==> src/hw/sbg_cfg.svh <==
// Offsets, field positions, reset values and counts of the bit-rate generator
`ifndef SBG_CFG_SVH
`define SBG_CFG_SVH

`define SBG_OFF_TXCS       8'h00
`define SBG_OFF_RXCS       8'h04
`define SBG_OFF_RATEC      8'h08
`define SBG_OFF_DIVH       8'h0c
`define SBG_OFF_DIVL       8'h10
`define SBG_OFF_STATUS     8'h14

`define SBG_TXCS_SYNC_BIT  4
`define SBG_TXCS_HS_BIT    2
`define SBG_RXCS_EN_BIT    7
`define SBG_RATEC_WIDE_BIT 3
`define SBG_RATEC_WMASK    8'hfb

`define SBG_RST_BYTE       8'h00

`define SBG_RESP_OKAY      2'b00
`define SBG_RESP_SLVERR    2'b10

`define SBG_LAST_X64       6'h3f
`define SBG_LAST_X16       6'h0f
`define SBG_LAST_X4        6'h03
`define SBG_MID_X64        6'h20
`define SBG_MID_X16        6'h08
`define SBG_MID_X4         6'h02

`endif

==> src/hw/sbg_pkg.sv <==
// Types shared by the bit-rate generator modules
package sbg_pkg;

  typedef enum logic [1:0] {
    SBG_MODE_X64 = 2'b00,
    SBG_MODE_X16 = 2'b01,
    SBG_MODE_X4  = 2'b10
  } sbg_mode_t;

  typedef struct packed {
    logic [15:0] base_cnt;
    logic [5:0]  pre_cnt;
    logic        bit_tick;
    logic        sample_pt;
    logic        sample_last;
  } sbg_div_state_t;

  typedef struct packed {
    logic       sync1;
    logic       sync2;
    logic       sync3;
    logic       level;
    logic [1:0] votes;
    logic [1:0] taken;
    logic       rx_level;
    logic       rx_strobe;
  } sbg_smp_state_t;

  typedef struct packed {
    logic [7:0]  txcs;
    logic [7:0]  rxcs;
    logic [7:0]  ratec;
    logic [7:0]  divh;
    logic [7:0]  divl;
    logic        div_clear;
    logic        aw_have;
    logic [7:0]  aw_addr;
    logic        w_have;
    logic [7:0]  wdata;
    logic        wstrb0;
    logic        awready;
    logic        wready;
    logic        bvalid;
    logic [1:0]  bresp;
    logic        arready;
    logic        rvalid;
    logic [31:0] rdata;
    logic [1:0]  rresp;
  } sbg_regs_t;

endpackage : sbg_pkg

==> src/hw/sbg_divider.sv <==
// Free-running divider and prescaler that mark bit ticks and sample points
`timescale 1ns/1ps
`include "sbg_cfg.svh"
module sbg_divider
  import sbg_pkg::*;
(
  input  wire logic        aclk,
  input  wire logic        aresetn,
  input  wire logic        enable,
  input  wire logic        clear,
  input  wire logic [15:0] divisor,
  input  wire sbg_mode_t   mode,
  input  wire logic        majority_en,
  output logic             bit_tick,
  output logic             sample_pt,
  output logic             sample_last
);

  sbg_div_state_t r;
  sbg_div_state_t n;
  logic [5:0]     last;
  logic [5:0]     mid;
  logic           base_wrap;

  always_comb begin
    n = r;
    n.bit_tick    = 1'b0;
    n.sample_pt   = 1'b0;
    n.sample_last = 1'b0;
    case (mode)
      SBG_MODE_X64: begin
        last = `SBG_LAST_X64;
        mid  = `SBG_MID_X64;
      end
      SBG_MODE_X16: begin
        last = `SBG_LAST_X16;
        mid  = `SBG_MID_X16;
      end
      default: begin
        last = `SBG_LAST_X4;
        mid  = `SBG_MID_X4;
      end
    endcase
    // Counts device clock cycles, so a slower clock slows the rate too
    // A zero divisor would give n+1 = 1, unsupported by the bit framing
    // Compare with >= so a smaller divisor or shorter prescale wraps at once
    // instead of running the counters round their full width
    base_wrap = (r.base_cnt >= divisor);
    if (base_wrap) begin
      n.base_cnt = 16'h0000;
      n.pre_cnt  = (r.pre_cnt >= last) ? 6'h00 : r.pre_cnt + 6'h01;
      n.bit_tick = (r.pre_cnt >= last);
      if (majority_en) begin
        n.sample_pt   = (r.pre_cnt == mid - 6'h01) || (r.pre_cnt == mid)
                        || (r.pre_cnt == mid + 6'h01);
        n.sample_last = (r.pre_cnt == mid + 6'h01);
      end else begin
        n.sample_pt   = (r.pre_cnt == mid);
        n.sample_last = (r.pre_cnt == mid);
      end
    end else begin
      n.base_cnt = r.base_cnt + 16'h0001;
    end
    // A new divisor restarts the count rather than waiting for a wrap
    if (!aresetn || !enable || clear) begin
      n = '0;
    end
  end

  always_ff @(posedge aclk) begin
    r <= n;
  end

  assign bit_tick    = r.bit_tick;
  assign sample_pt   = r.sample_pt;
  assign sample_last = r.sample_last;

endmodule : sbg_divider

==> src/hw/sbg_rx_sampler.sv <==
// Receive pin synchroniser with majority-of-three or single sampling
`timescale 1ns/1ps
module sbg_rx_sampler
  import sbg_pkg::*;
(
  input  wire logic aclk,
  input  wire logic aresetn,
  input  wire logic rx_pin,
  input  wire logic sample_pt,
  input  wire logic sample_last,
  input  wire logic majority_en,
  output logic      rx_level,
  output logic      rx_strobe
);

  sbg_smp_state_t r;
  sbg_smp_state_t n;

  always_comb begin
    n = r;
    n.rx_strobe = 1'b0;
    n.sync1 = rx_pin;
    n.sync2 = r.sync1;
    n.sync3 = r.sync2;
    // Pin change counts only when the last two stages agree
    if (r.sync2 == r.sync3) begin
      n.level = r.sync3;
    end
    if (sample_pt) begin
      n.votes = r.votes + {1'b0, r.level};
      n.taken = r.taken + 2'b01;
      if (sample_last) begin
        n.votes     = 2'b00;
        n.taken     = 2'b00;
        n.rx_strobe = 1'b1;
        if (majority_en) begin
          n.rx_level = ((r.votes + {1'b0, r.level}) >= 2'b10);
        end else begin
          n.rx_level = r.level;
        end
      end
    end
    if (!aresetn) begin
      n = '0;
      n.rx_level = 1'b1;
    end
  end

  always_ff @(posedge aclk) begin
    r <= n;
  end

  assign rx_level  = r.rx_level;
  assign rx_strobe = r.rx_strobe;

endmodule : sbg_rx_sampler

==> src/hw/sbg_top.sv <==
// Bit-rate generator with receive sampling and its AXI4-Lite register file
//
// The AXI4-Lite slave port and the placing of the registers are this design's own decisions.
`timescale 1ns/1ps
`include "sbg_cfg.svh"
module sbg_top
  import sbg_pkg::*;
(
  input  wire logic        aclk,
  input  wire logic        aresetn,
  input  wire logic [7:0]  s_axi_awaddr,
  input  wire logic [2:0]  s_axi_awprot,
  input  wire logic        s_axi_awvalid,
  output logic             s_axi_awready,
  input  wire logic [31:0] s_axi_wdata,
  input  wire logic [3:0]  s_axi_wstrb,
  input  wire logic        s_axi_wvalid,
  output logic             s_axi_wready,
  output logic [1:0]       s_axi_bresp,
  output logic             s_axi_bvalid,
  input  wire logic        s_axi_bready,
  input  wire logic [7:0]  s_axi_araddr,
  input  wire logic [2:0]  s_axi_arprot,
  input  wire logic        s_axi_arvalid,
  output logic             s_axi_arready,
  output logic [31:0]      s_axi_rdata,
  output logic [1:0]       s_axi_rresp,
  output logic             s_axi_rvalid,
  input  wire logic        s_axi_rready,
  input  wire logic        rx_pin,
  output logic             rate_tick,
  output logic             rx_level,
  output logic             rx_strobe
);

  sbg_regs_t   r;
  sbg_regs_t   n;
  logic        sync_mode;
  logic        high_speed_select;
  logic        wide_divider_select;
  logic        port_enable;
  logic        majority_en;
  sbg_mode_t   mode;
  logic [15:0] divisor;
  logic        sample_pt;
  logic        sample_last;
  logic [7:0]  waddr;
  logic [7:0]  raddr;

  assign sync_mode           = r.txcs[`SBG_TXCS_SYNC_BIT];
  assign high_speed_select   = r.txcs[`SBG_TXCS_HS_BIT];
  assign wide_divider_select = r.ratec[`SBG_RATEC_WIDE_BIT];
  assign port_enable         = r.rxcs[`SBG_RXCS_EN_BIT];

  // Vote only where a bit spans enough prescaler steps for three samples
  assign majority_en = !sync_mode && !(wide_divider_select && high_speed_select);

  always_comb begin
    if (sync_mode) begin
      mode = SBG_MODE_X4;
    end else if (wide_divider_select && high_speed_select) begin
      mode = SBG_MODE_X4;
    end else if (wide_divider_select || high_speed_select) begin
      mode = SBG_MODE_X16;
    end else begin
      mode = SBG_MODE_X64;
    end
  end

  // High byte is ignored until the wide divider is selected
  assign divisor = wide_divider_select ? {r.divh, r.divl} : {8'h00, r.divl};

  sbg_divider u_divider (
    .aclk        (aclk),
    .aresetn     (aresetn),
    .enable      (port_enable),
    .clear       (r.div_clear),
    .divisor     (divisor),
    .mode        (mode),
    .majority_en (majority_en),
    .bit_tick    (rate_tick),
    .sample_pt   (sample_pt),
    .sample_last (sample_last)
  );

  sbg_rx_sampler u_sampler (
    .aclk        (aclk),
    .aresetn     (aresetn),
    .rx_pin      (rx_pin),
    .sample_pt   (sample_pt),
    .sample_last (sample_last),
    .majority_en (majority_en),
    .rx_level    (rx_level),
    .rx_strobe   (rx_strobe)
  );

  function automatic logic [31:0] read_word(input sbg_regs_t s, input logic [7:0] a,
                                            input logic lvl, input logic maj);
    logic [31:0] d;
    d = 32'h0000_0000;
    case (a)
      `SBG_OFF_TXCS:   d = {24'h00_0000, s.txcs};
      `SBG_OFF_RXCS:   d = {24'h00_0000, s.rxcs};
      `SBG_OFF_RATEC:  d = {24'h00_0000, s.ratec};
      `SBG_OFF_DIVH:   d = {24'h00_0000, s.divh};
      `SBG_OFF_DIVL:   d = {24'h00_0000, s.divl};
      `SBG_OFF_STATUS: d = {30'h0000_0000, maj, lvl};
      default:         d = 32'h0000_0000;
    endcase
    return d;
  endfunction : read_word

  function automatic logic mapped(input logic [7:0] a);
    logic m;
    m = (a == `SBG_OFF_TXCS) || (a == `SBG_OFF_RXCS) || (a == `SBG_OFF_RATEC)
        || (a == `SBG_OFF_DIVH) || (a == `SBG_OFF_DIVL) || (a == `SBG_OFF_STATUS);
    return m;
  endfunction : mapped

  assign waddr = {r.aw_addr[7:2], 2'b00};
  assign raddr = {s_axi_araddr[7:2], 2'b00};

  always_comb begin
    n = r;
    n.div_clear = 1'b0;
    if (r.awready && s_axi_awvalid) begin
      n.aw_have = 1'b1;
      n.aw_addr = s_axi_awaddr;
    end
    if (r.wready && s_axi_wvalid) begin
      n.w_have = 1'b1;
      n.wdata  = s_axi_wdata[7:0];
      n.wstrb0 = s_axi_wstrb[0];
    end
    if (r.bvalid && s_axi_bready) begin
      n.bvalid = 1'b0;
    end
    if (r.aw_have && r.w_have && !r.bvalid) begin
      n.aw_have = 1'b0;
      n.w_have  = 1'b0;
      n.bvalid  = 1'b1;
      n.bresp   = mapped(waddr) ? `SBG_RESP_OKAY : `SBG_RESP_SLVERR;
      if (r.wstrb0) begin
        case (waddr)
          `SBG_OFF_TXCS:  n.txcs  = r.wdata;
          `SBG_OFF_RXCS:  n.rxcs  = r.wdata;
          `SBG_OFF_RATEC: n.ratec = r.wdata & `SBG_RATEC_WMASK;
          `SBG_OFF_DIVH: begin
            n.divh      = r.wdata;
            n.div_clear = 1'b1;
          end
          `SBG_OFF_DIVL: begin
            n.divl      = r.wdata;
            n.div_clear = 1'b1;
          end
          default: n.div_clear = 1'b0;
        endcase
      end
    end
    if (r.rvalid && s_axi_rready) begin
      n.rvalid = 1'b0;
    end
    if (r.arready && s_axi_arvalid) begin
      n.rvalid = 1'b1;
      n.rdata  = read_word(r, raddr, rx_level, majority_en);
      n.rresp  = mapped(raddr) ? `SBG_RESP_OKAY : `SBG_RESP_SLVERR;
    end
    // One write and one read in flight keeps the slave free of queues
    n.awready = !n.aw_have && !n.bvalid;
    n.wready  = !n.w_have && !n.bvalid;
    n.arready = !n.rvalid;
    if (!aresetn) begin
      n = '0;
      n.txcs  = `SBG_RST_BYTE;
      n.rxcs  = `SBG_RST_BYTE;
      n.ratec = `SBG_RST_BYTE;
      n.divh  = `SBG_RST_BYTE;
      n.divl  = `SBG_RST_BYTE;
    end
  end

  always_ff @(posedge aclk) begin
    r <= n;
  end

  assign s_axi_awready = r.awready;
  assign s_axi_wready  = r.wready;
  assign s_axi_bvalid  = r.bvalid;
  assign s_axi_bresp   = r.bresp;
  assign s_axi_arready = r.arready;
  assign s_axi_rvalid  = r.rvalid;
  assign s_axi_rdata   = r.rdata;
  assign s_axi_rresp   = r.rresp;

endmodule : sbg_top

==> config.mk <==
export PLATFORM = sky130hd
export DESIGN_NAME = sbg_top
export DESIGN_NICKNAME = d
export VERILOG_FILES = /design/src/hw/sbg_pkg.sv /design/src/hw/sbg_divider.sv /design/src/hw/sbg_rx_sampler.sv /design/src/hw/sbg_top.sv
export VERILOG_INCLUDE_DIRS = /design/src /design/src/hw
export SDC_FILE = /design/constraint.sdc
export NUM_CORES = 1
export LEC_CHECK = 0
export CAP_MARGIN = 20
export CORE_MARGIN = 2
export CORE_UTILIZATION = 32
export CTS_CLUSTER_DIAMETER = 100
export DETAILED_ROUTE_END_ITERATION = 10
export DONT_BUFFER_PORTS = 1
export SYNTH_ARGS = -nofsm -noshare
export SYNTH_HDL_FRONTEND = slang
export SYNTH_SLANG_ARGS = --single-unit
==> constraint.sdc <==
create_clock -name aclk -period 3.25 [get_ports aclk]
set_input_delay 0.325 -clock aclk [delete_from_list [all_inputs] [get_ports aclk]]
set_output_delay 0.325 -clock aclk [all_outputs]
set_load 0.05 [all_outputs]
# == Word-level counts from Yosys, hierarchy flattened ==
# Index checks and enable logic that the tools add are counted.
# op_classes
addsub,6
multipliers,0
n_div,0
magnitude_cmp,3
n_eq_ne,15
n_shift,0
mux,22
bitwise_logic,1
reduce_logical,49
# op_table
cell,n
case mux 8 bit (6 select lines),1
2-to-1 mux 35 bit,1
"equality test 6 x 2 -> 1 bit, second input constant",4
"equality test 6 x 3 -> 1 bit, second input constant",4
case mux 6 bit (2 select lines),2
equality test 6 bit,3
AND reduction 3 bit,6
"adder 16 x 1 -> 16 bit, second input constant",1
greater-or-equal comparator 16 bit,1
logical NOT 8 bit,2
2-to-1 mux 16 bit,1
logical OR 1 bit,15
"adder 6 x 1 -> 6 bit, second input constant",2
"equality test 6 x 1 -> 1 bit, second input constant",2
2-to-1 mux 6 bit,2
logical AND 1 bit,11
2-to-1 mux 10 bit,1
2-to-1 mux 2 bit,5
logical NOT 1 bit,9
2-to-1 mux 9 bit,1
2-to-1 mux 1 bit,7
greater-or-equal comparator 6 bit,1
OR reduction 2 bit,3
"subtractor 6 x 1 -> 6 bit, second input constant",1
other kinds (9),10
# word_totals
register_bits,135
latchBits,0
mem_bits_rw,0
romBits,0
input_bits,66
output_inout_bits,44
elab_cells,128
memories,0

# == Longest topological paths before layout ==
# Gate-level depths: netlist (run 1).
# logic_depth
depth_word,11
ltp_mapped,9
depth_no_buf,9

# == Modules after synthesis ==
# From an unflattened synthesis (run 1), not the netlist that was laid out.
# unflattened
hier_cells,590
hier_area_um2,5256.3
# by_module_without_submodules
module,instances,cells_each,area_per_inst_um2,seq_area_each_um2
sbg_top,1,371,3261.9,1441.4
sbg_divider,1,191,1691.6,500.5
sbg_rx_sampler,1,28,302.8,160.2

# == Worst setup path before layout (run 1) ==
# Ideal clock, no wire load.
# synth_timing
path_type,reg2reg
start,register r[80] (netlist name)
end,register u_divider.r[3] (netlist name)
setup_ps,58
t_arrival_ps,2229
required_ps,3192
slack_ps,963
path_stages_with_launch,9
path_buffers,1
synth_period_minus_slack_ps,2287
cell_sequence,dfxtp_1 > clkbuf_1 > nand2_1 > ha_1 > nand4_1 > nor4_4 > a311oi_4 > a2111oi_0 > a31o_2
# synth_between
elab_chain_len,8
word_cells_on_any_way,12
cone_classes,2 x order compare; 1 x eq/ne; 6 x mux; 3 x reduce/logical
# synth_rtl
element,line,source
start: declaration,sbg_top.sv:36,sbg_regs_t r;
start signal: assignment,sbg_top.sv:183,r <= n;
logical OR 1 bit,sbg_top.sv:63,end else if (wide_divider_select || high_speed_select) begin
2-to-1 mux 1 bit,sbg_top.sv:63,
2-to-1 mux 2 bit,sbg_top.sv:61,end else if (wide_divider_select && high_speed_select) begin
2-to-1 mux 2 bit,sbg_top.sv:59,if (sync_mode) begin
equality test 2 x 1 -> 1 bit or logical NOT 2 bit (tied branches),sbg_divider.sv:30,case (mode)
case mux 6 bit (2 select lines),sbg_divider.sv:30,
greater-or-equal comparator 6 bit,sbg_divider.sv:51,n.pre_cnt = (r.pre_cnt >= last) ? 6'h00 : r.pre_cnt + 6'h01;
2-to-1 mux 6 bit,sbg_divider.sv:51,
end signal: assignment,sbg_divider.sv:71,r <= n;
end: declaration,sbg_divider.sv:19,sbg_div_state_t r;
# Parallel ways exist; a longest one is shown, timed or not.
# A chain may end at the register's enable or synchronous reset.

# == Worst setup path in the final report (run 1) ==
# Same ends and word-level chain as after synthesis.

==> flow_summary.ini, run 1 <==
[outcome]
status = completed

[worst_setup_path]
critPathMostFrequentCell = ha_1
critPathMaxStageDelay_ns = 0.47
cp_slowest_cell = a2111oi_0
arrival_ns = 3.02
crit_chain = ha_1, nor2_1, inv_1, ha_1, a21o_1, a21oi_1, o21ai_1, a2111oi_0, a31o_2
r2r_slack_ns = 0.53
reg2reg_depth = 9
crit_family = compound AO/OA/AOI/OAI gates
start_kind = register
cp.required_ns = 3.55
cp.depth = 9
path_buf_inv = 1
end_kind = register
path_class = register to register
crit_fanout = 11

[clocking]
clock_sinks = 105
cts_hold_buffers = 0
clockBufferDepth = 2
path_clk_slew_ns = 0.07
clockRootBuffer = clkbuf_16
cts_setup_buffers = 0
cts_resized = 0
cts_tree = built
htree_num_levels = 3
cts_buffers = 9
clk_latency_ns = 0.35

[drt]
final_antenna_net_count = 0
firstDrtPassIters = 4
drtIter0Drc = 158
viasPerCell = 4.86
drt_wl_total_mm = 11.0
via_count = 3767
drcViolationCount = 0
wl_per_cell_um = 14.1

[synthesis]
synth-main-ff-cell = dfxtp_1
yosys.cell_types.count = 61
synth-seq-cells = 105
ys_async_sr_fraction_pct = 0
synth_edf_count = 0
synth_area_leader_cell = dfxtp_1
synth_top_cells_by_area = dfxtp_1 39%, mux2i_1 9.6%, ha_1 5.6%
synth_top_area_share_pct = 39.4
synthCells = 572
syn_area_um2 = 5340
synth_seq_area_share_pct = 39.4
syn_avg_cell_area_um2 = 9.33
yosysWarningCount = 0

[floorplanning]
die_width_um = 133
io_pins = 110
rows = 47
dieHeight_um = 133
dieArea_um2 = 17700
core_um2 = 16500
initial_utilization_pct = 32.4

[global_route]
grtUsageMet2_pct = 21.2
met3_usage_pct = 3.54
grt_pass1_wl_mm = 18.0
first_global_vias = 3615
grt.total_usage_pct = 12.7
grt.overflow.total = 0
grt_max_degree = 82
antenna_found_initial = 0
grt.busiest_layer = met2
met1_usage_pct = 16.0

[cells_and_area]
n_antenna_cell = 0
fin_util_pct = 34.2
fillers = 1695
layout.nets = 640
syn_to_final_growth_pct = 5.44
drive_gt1_share_pct = 7.57
finalNonFillerCells = 775

[sta]
finClkSkew_ns = 0.00826
finalSetupViolations = 0
hold_violations = 0
maxSlewViolCount = 0
clock.fmax_mhz = 367
worstMarginPinSlew_ns = 0.760
tns_ns = 0
period_needed_ns = 2.72
rsz0062_at_grt = no
relSlewSlack_pct = 49.2
fin_crit_sh_pct = 83.7
fin_ws_ns = 0.528

[pwr]
p_per_area_nw_per_um2 = 451
ir_drop_uv = 368
power_mw = 2.54
leakage_nw = 2.08

[run]
drv_cap = 0

[placed_design]
hpwl_mm = 7.86
dp_cells = 759
io_buffers = 0
gp_congestion = 0.789
dp_slack_ns = 0.537

[min_path]
hp-class = input pin to register
whs_path_depth = 1
-- cells in the mapped netlist (8+ instances only) --
| master | instances |
|---|---|
| a21boi_0 | 20 |
| a21oi_1 | 23 |
| and3_1 | 10 |
| buf_4 | 36 |
| clkbuf_1 | 14 |
| dfxtp_1 | 105 |
| ha_1 | 24 |
| inv_1 | 16 |
| mux2i_1 | 51 |
| nand2_1 | 59 |
| nand3_1 | 21 |
| nor2_1 | 19 |
| nor2_2 | 10 |
| nor2b_1 | 42 |
| nor3b_1 | 8 |
| o21ai_0 | 10 |
| o22ai_1 | 8 |
| xor2_1 | 10 |
-- worst paths after layout --
kind,end,startpoint
worst min register to register,u_sampler.r[8],u_sampler.r[9]
worst min-delay path,u_sampler.rx_level,aresetn
worst max-delay path,u_divider.r[3],r[80]
worst max register to register,u_divider.r[3],r[80]
-- per-stage QoR --
stage | hold WS (ns) | cell area, µm²
2_1_floorplan | 0.412 | 5430
3_3_place_gp | 0.422 | 5340
3_5_place_dp | 0.423 | 5340
4_1_cts | 0.0567 | 5630
5_1_grt | 0.0801 | 5630
6_report | 0.0768 | 5630
-- metal layers --
metal  vias to the layer above  routed length, µm
met1                      1785               5300
li1                       1899                  -
met2                        73               5120
met4                         0                144
met5                         -                  0
met3                        10                386
-- worst reg2reg max path: cells and delay by family, from the launching register on --
family,cells,cell delay [ns]
adder cells (fa/ha/maj),2,0.62
AND/OR/NAND/NOR,1,0.34
buffers and inverters,1,0.15
AO/OA/AOI/OAI,5,1.14
flip-flops,1,0.43
-- power breakdown --
part	leakage [nW]	switching [mW]	internal [mW]
sequential	0.849	0.0496	1.31
combinational	1.09	0.0918	0.0335
clock	0.141	0.506	0.552
total	2.08	0.648	1.89
-- cell usage in the layout, fill, tap and decap left out, types with 19 or more instances in the layout --
master and count:
a21boi_0 20, a21oi_1 23, conb_1 26, dfxtp_1 105
ha_1 24, mux2i_1 51, nand2_1 59, nand3_1 21
nor2_1 19, nor2b_1 42
-- registers in the layout, summed over array words and instances (netlist names) --
| name | count |
|---|---|
| port_enable | 1 |
| high_speed_select | 1 |
| u_divider.sample_pt | 1 |
| u_sampler.rx_level | 1 |
| s_axi_bresp | 1 |
| r | 55 |
| u_divider.r | 22 |
| s_axi_arready | 1 |
| s_axi_bvalid | 1 |
| s_axi_awready | 1 |
| u_divider.sample_last | 1 |
| s_axi_rvalid | 1 |
| s_axi_rdata | 8 |
| u_divider.bit_tick | 1 |
| s_axi_rresp | 1 |
| u_sampler.rx_strobe | 1 |
| s_axi_wready | 1 |
| u_sampler.r | 6 |
-- logic make-up (layout without fill, tap and decap cells) --
family | Yosys count | in the layout | synth area share, %
AND/OR/NAND/NOR | 212 | 212 | 22.8
flip-flops | 105 | 105 | 39.4
AO/OA/AOI/OAI | 89 | 89 | 11.9
buffers and inverters | 74 | 32 | 8.02
multiplexers | 51 | 51 | 9.57
adder cells (fa/ha/maj) | 24 | 24 | 5.63
XOR/XNOR | 16 | 16 | 2.63
other | 1 | 26 | 0.0703
-- final cells by class --
type	instances	area (µm²)	area share (%)
Tap cell	220	275	4.89
Clock inverter	6	50.0	0.889
Sequential cell	105	2100	37.4
Inverter	16	60.1	1.07
Clock buffer	10	239	4.25
Multi-Input combinational cell	418	2900	51.5
(Power assumes the default switching activity.)
==> run 2: changes to the inputs <==
==> constraint.sdc (replaced) <==
create_clock -name aclk -period 2.7 [get_ports aclk]
set_input_delay 0.27 -clock aclk [delete_from_list [all_inputs] [get_ports aclk]]
set_output_delay 0.27 -clock aclk [all_outputs]
set_load 0.05 [all_outputs]
==> flow_summary.ini, run 2 (synthesis results as in run 1) <==
[pwr]
power_mw = 3.21
leakage_nw = 2.12
ir_drop_uv = 437
p_per_area_nw_per_um2 = 563

[worst_setup_path]
critPathMaxStageDelay_ns = 0.45
reg2reg_depth = 7
start_kind = register
crit_family = compound AO/OA/AOI/OAI gates
worstReg2RegEnd = u_divider.r[5]
path_buf_inv = 0
crit_chain = ha_1, or3_1, ha_1, nand2_1, o21ai_1, o22ai_1, a32o_1
end_kind = register
path_class = register to register
crit_fanout = 8
critPathMostFrequentCell = ha_1
cp.required_ns = 2.94
cp_slowest_cell = o21ai_1
arrival_ns = 2.74
r2r_slack_ns = 0.20
r2r_start = r[80]

[drt]
met1Wirelength_mm = 5.09
dr.max_layer_used = met4
drcViolationCount = 0
viasPerCell = 4.87
dr_wl_met3_um = 443
drtIter0Drc = 198
via_count = 3799
firstDrtPassIters = 4
wl_per_cell_um = 13.9
drt_wl_total_mm = 10.9
final_antenna_net_count = 0
met2WireLength_mm = 5.12

[clocking]
cts_buffers = 9
cts_hold_buffers = 0
clockBufferDepth = 2
clk_latency_ns = 0.35
htree_num_levels = 3
clockRootBuffer = clkbuf_16
path_clk_slew_ns = 0.07
cts_tree = built
clock_sinks = 105
cts_resized = 0
cts_setup_buffers = 0

[floorplanning]
dieArea_um2 = 17700
rows = 47
core_um2 = 16500
initial_utilization_pct = 32.4
dieHeight_um = 133
die_width_um = 133
io_pins = 110

[outcome]
status = completed

[sta]
finalSetupViolations = 0
clock.fmax_mhz = 400
hold_violations = 0
rsz0062_at_grt = no
relSlewSlack_pct = 51.1
maxSlewViolCount = 0
tns_ns = 0
finClkSkew_ns = 0.00446
worstMarginPinSlew_ns = 0.732
fin_crit_sh_pct = 92.5
period_needed_ns = 2.50

[run]
drv_cap = 0

[global_route]
first_global_vias = 3680
grt.total_usage_pct = 12.9
grt.overflow.total = 0
antenna_found_initial = 0
grt_pass1_wl_mm = 18.4
grt_max_degree = 82

[placed_design]
gp_congestion = 0.780
hpwl_mm = 8.00
io_buffers = 0

[min_path]
whs_path_depth = 1
hold_end = u_sampler.rx_level
hp-class = input pin to register
min_from = aresetn

[cells_and_area]
layout.nets = 645
syn_to_final_growth_pct = 6.92
drive_gt1_share_pct = 8.39
n_antenna_cell = 0
largest-register = r
final_common_cell = dfxtp_1
fin_util_pct = 34.7
largest_reg_flops = 55
final_cell_mix = 105 x dfxtp_1, 59 x nand2_1, 51 x mux2i_1
==> run 2: final cells by class <==
type / instances / area, µm²
Multi-Input combinational cell: 418 / 2900
Clock inverter: 6 / 91.3
Sequential cell: 105 / 2100
Inverter: 16 / 60.1
Timing Repair Buffer: 5 / 37.5
Tap cell: 220 / 275
Clock buffer: 10 / 239
Fill cell: 1673 / 10800
==> run 2: worst reg2reg max path, stage by stage, from the launching register on <==
cell     delay (ns)
dfxtp_1        0.33
ha_1           0.33
or3_1          0.39
ha_1           0.34
nand2_1        0.06
o21ai_1        0.45
o22ai_1        0.19
a32o_1         0.30
==> run 2: power by group <==
| group | leakage [nW] | total [mW] | switching, mW | internal [mW] |
|---|---|---|---|---|
| combinational | 1.11 | 0.159 | 0.116 | 0.0428 |
| clock | 0.163 | 1.43 | 0.584 | 0.841 |
| sequential | 0.849 | 1.63 | 0.0547 | 1.57 |
==> run 2: per-stage QoR <==
| stage | hold WS [ns] | instances | worst slack [ns] | instance area, µm² |
|---|---|---|---|---|
| global placement | 0.372 | 764 | 0.328 | 5380 |
| CTS | 0.0122 | 780 | 0.208 | 5710 |
| global route | 0.0347 | 780 | 0.0920 | 5710 |
| floorplan | 0.397 | 597 | 0.413 | 5430 |
| finish | 0.0360 | 780 | 0.202 | 5710 |
| detailed placement | 0.382 | 764 | 0.230 | 5380 |
==> run 2: how the worst max path moves through the flow <==
| stage | startpoint | end | slack, ns | depth (start not counted) |
|---|---|---|---|---|
| 2_1_floorplan | r[80] | u_divider.r[3] | 0.41 | 8 |
| 3_3_place_gp | r[80] | u_divider.r[6] | 0.33 | 7 |
| 3_5_place_dp | r[80] | u_divider.r[5] | 0.23 | 7 |
| 4_1_cts | r[80] | u_divider.r[5] | 0.21 | 7 |
| 5_1_grt | r[80] | u_divider.r[7] | 0.09 | 7 |
| 6_report | r[80] | u_divider.r[5] | 0.20 | 7 |
==> run 2: per-layer routing <==
layer	global-route usage (%)	up-vias
li1	-	1901
met1	16.1	1797
met2	21.4	87
met3	2.82	14
met4	5.56	0
met5	0	-
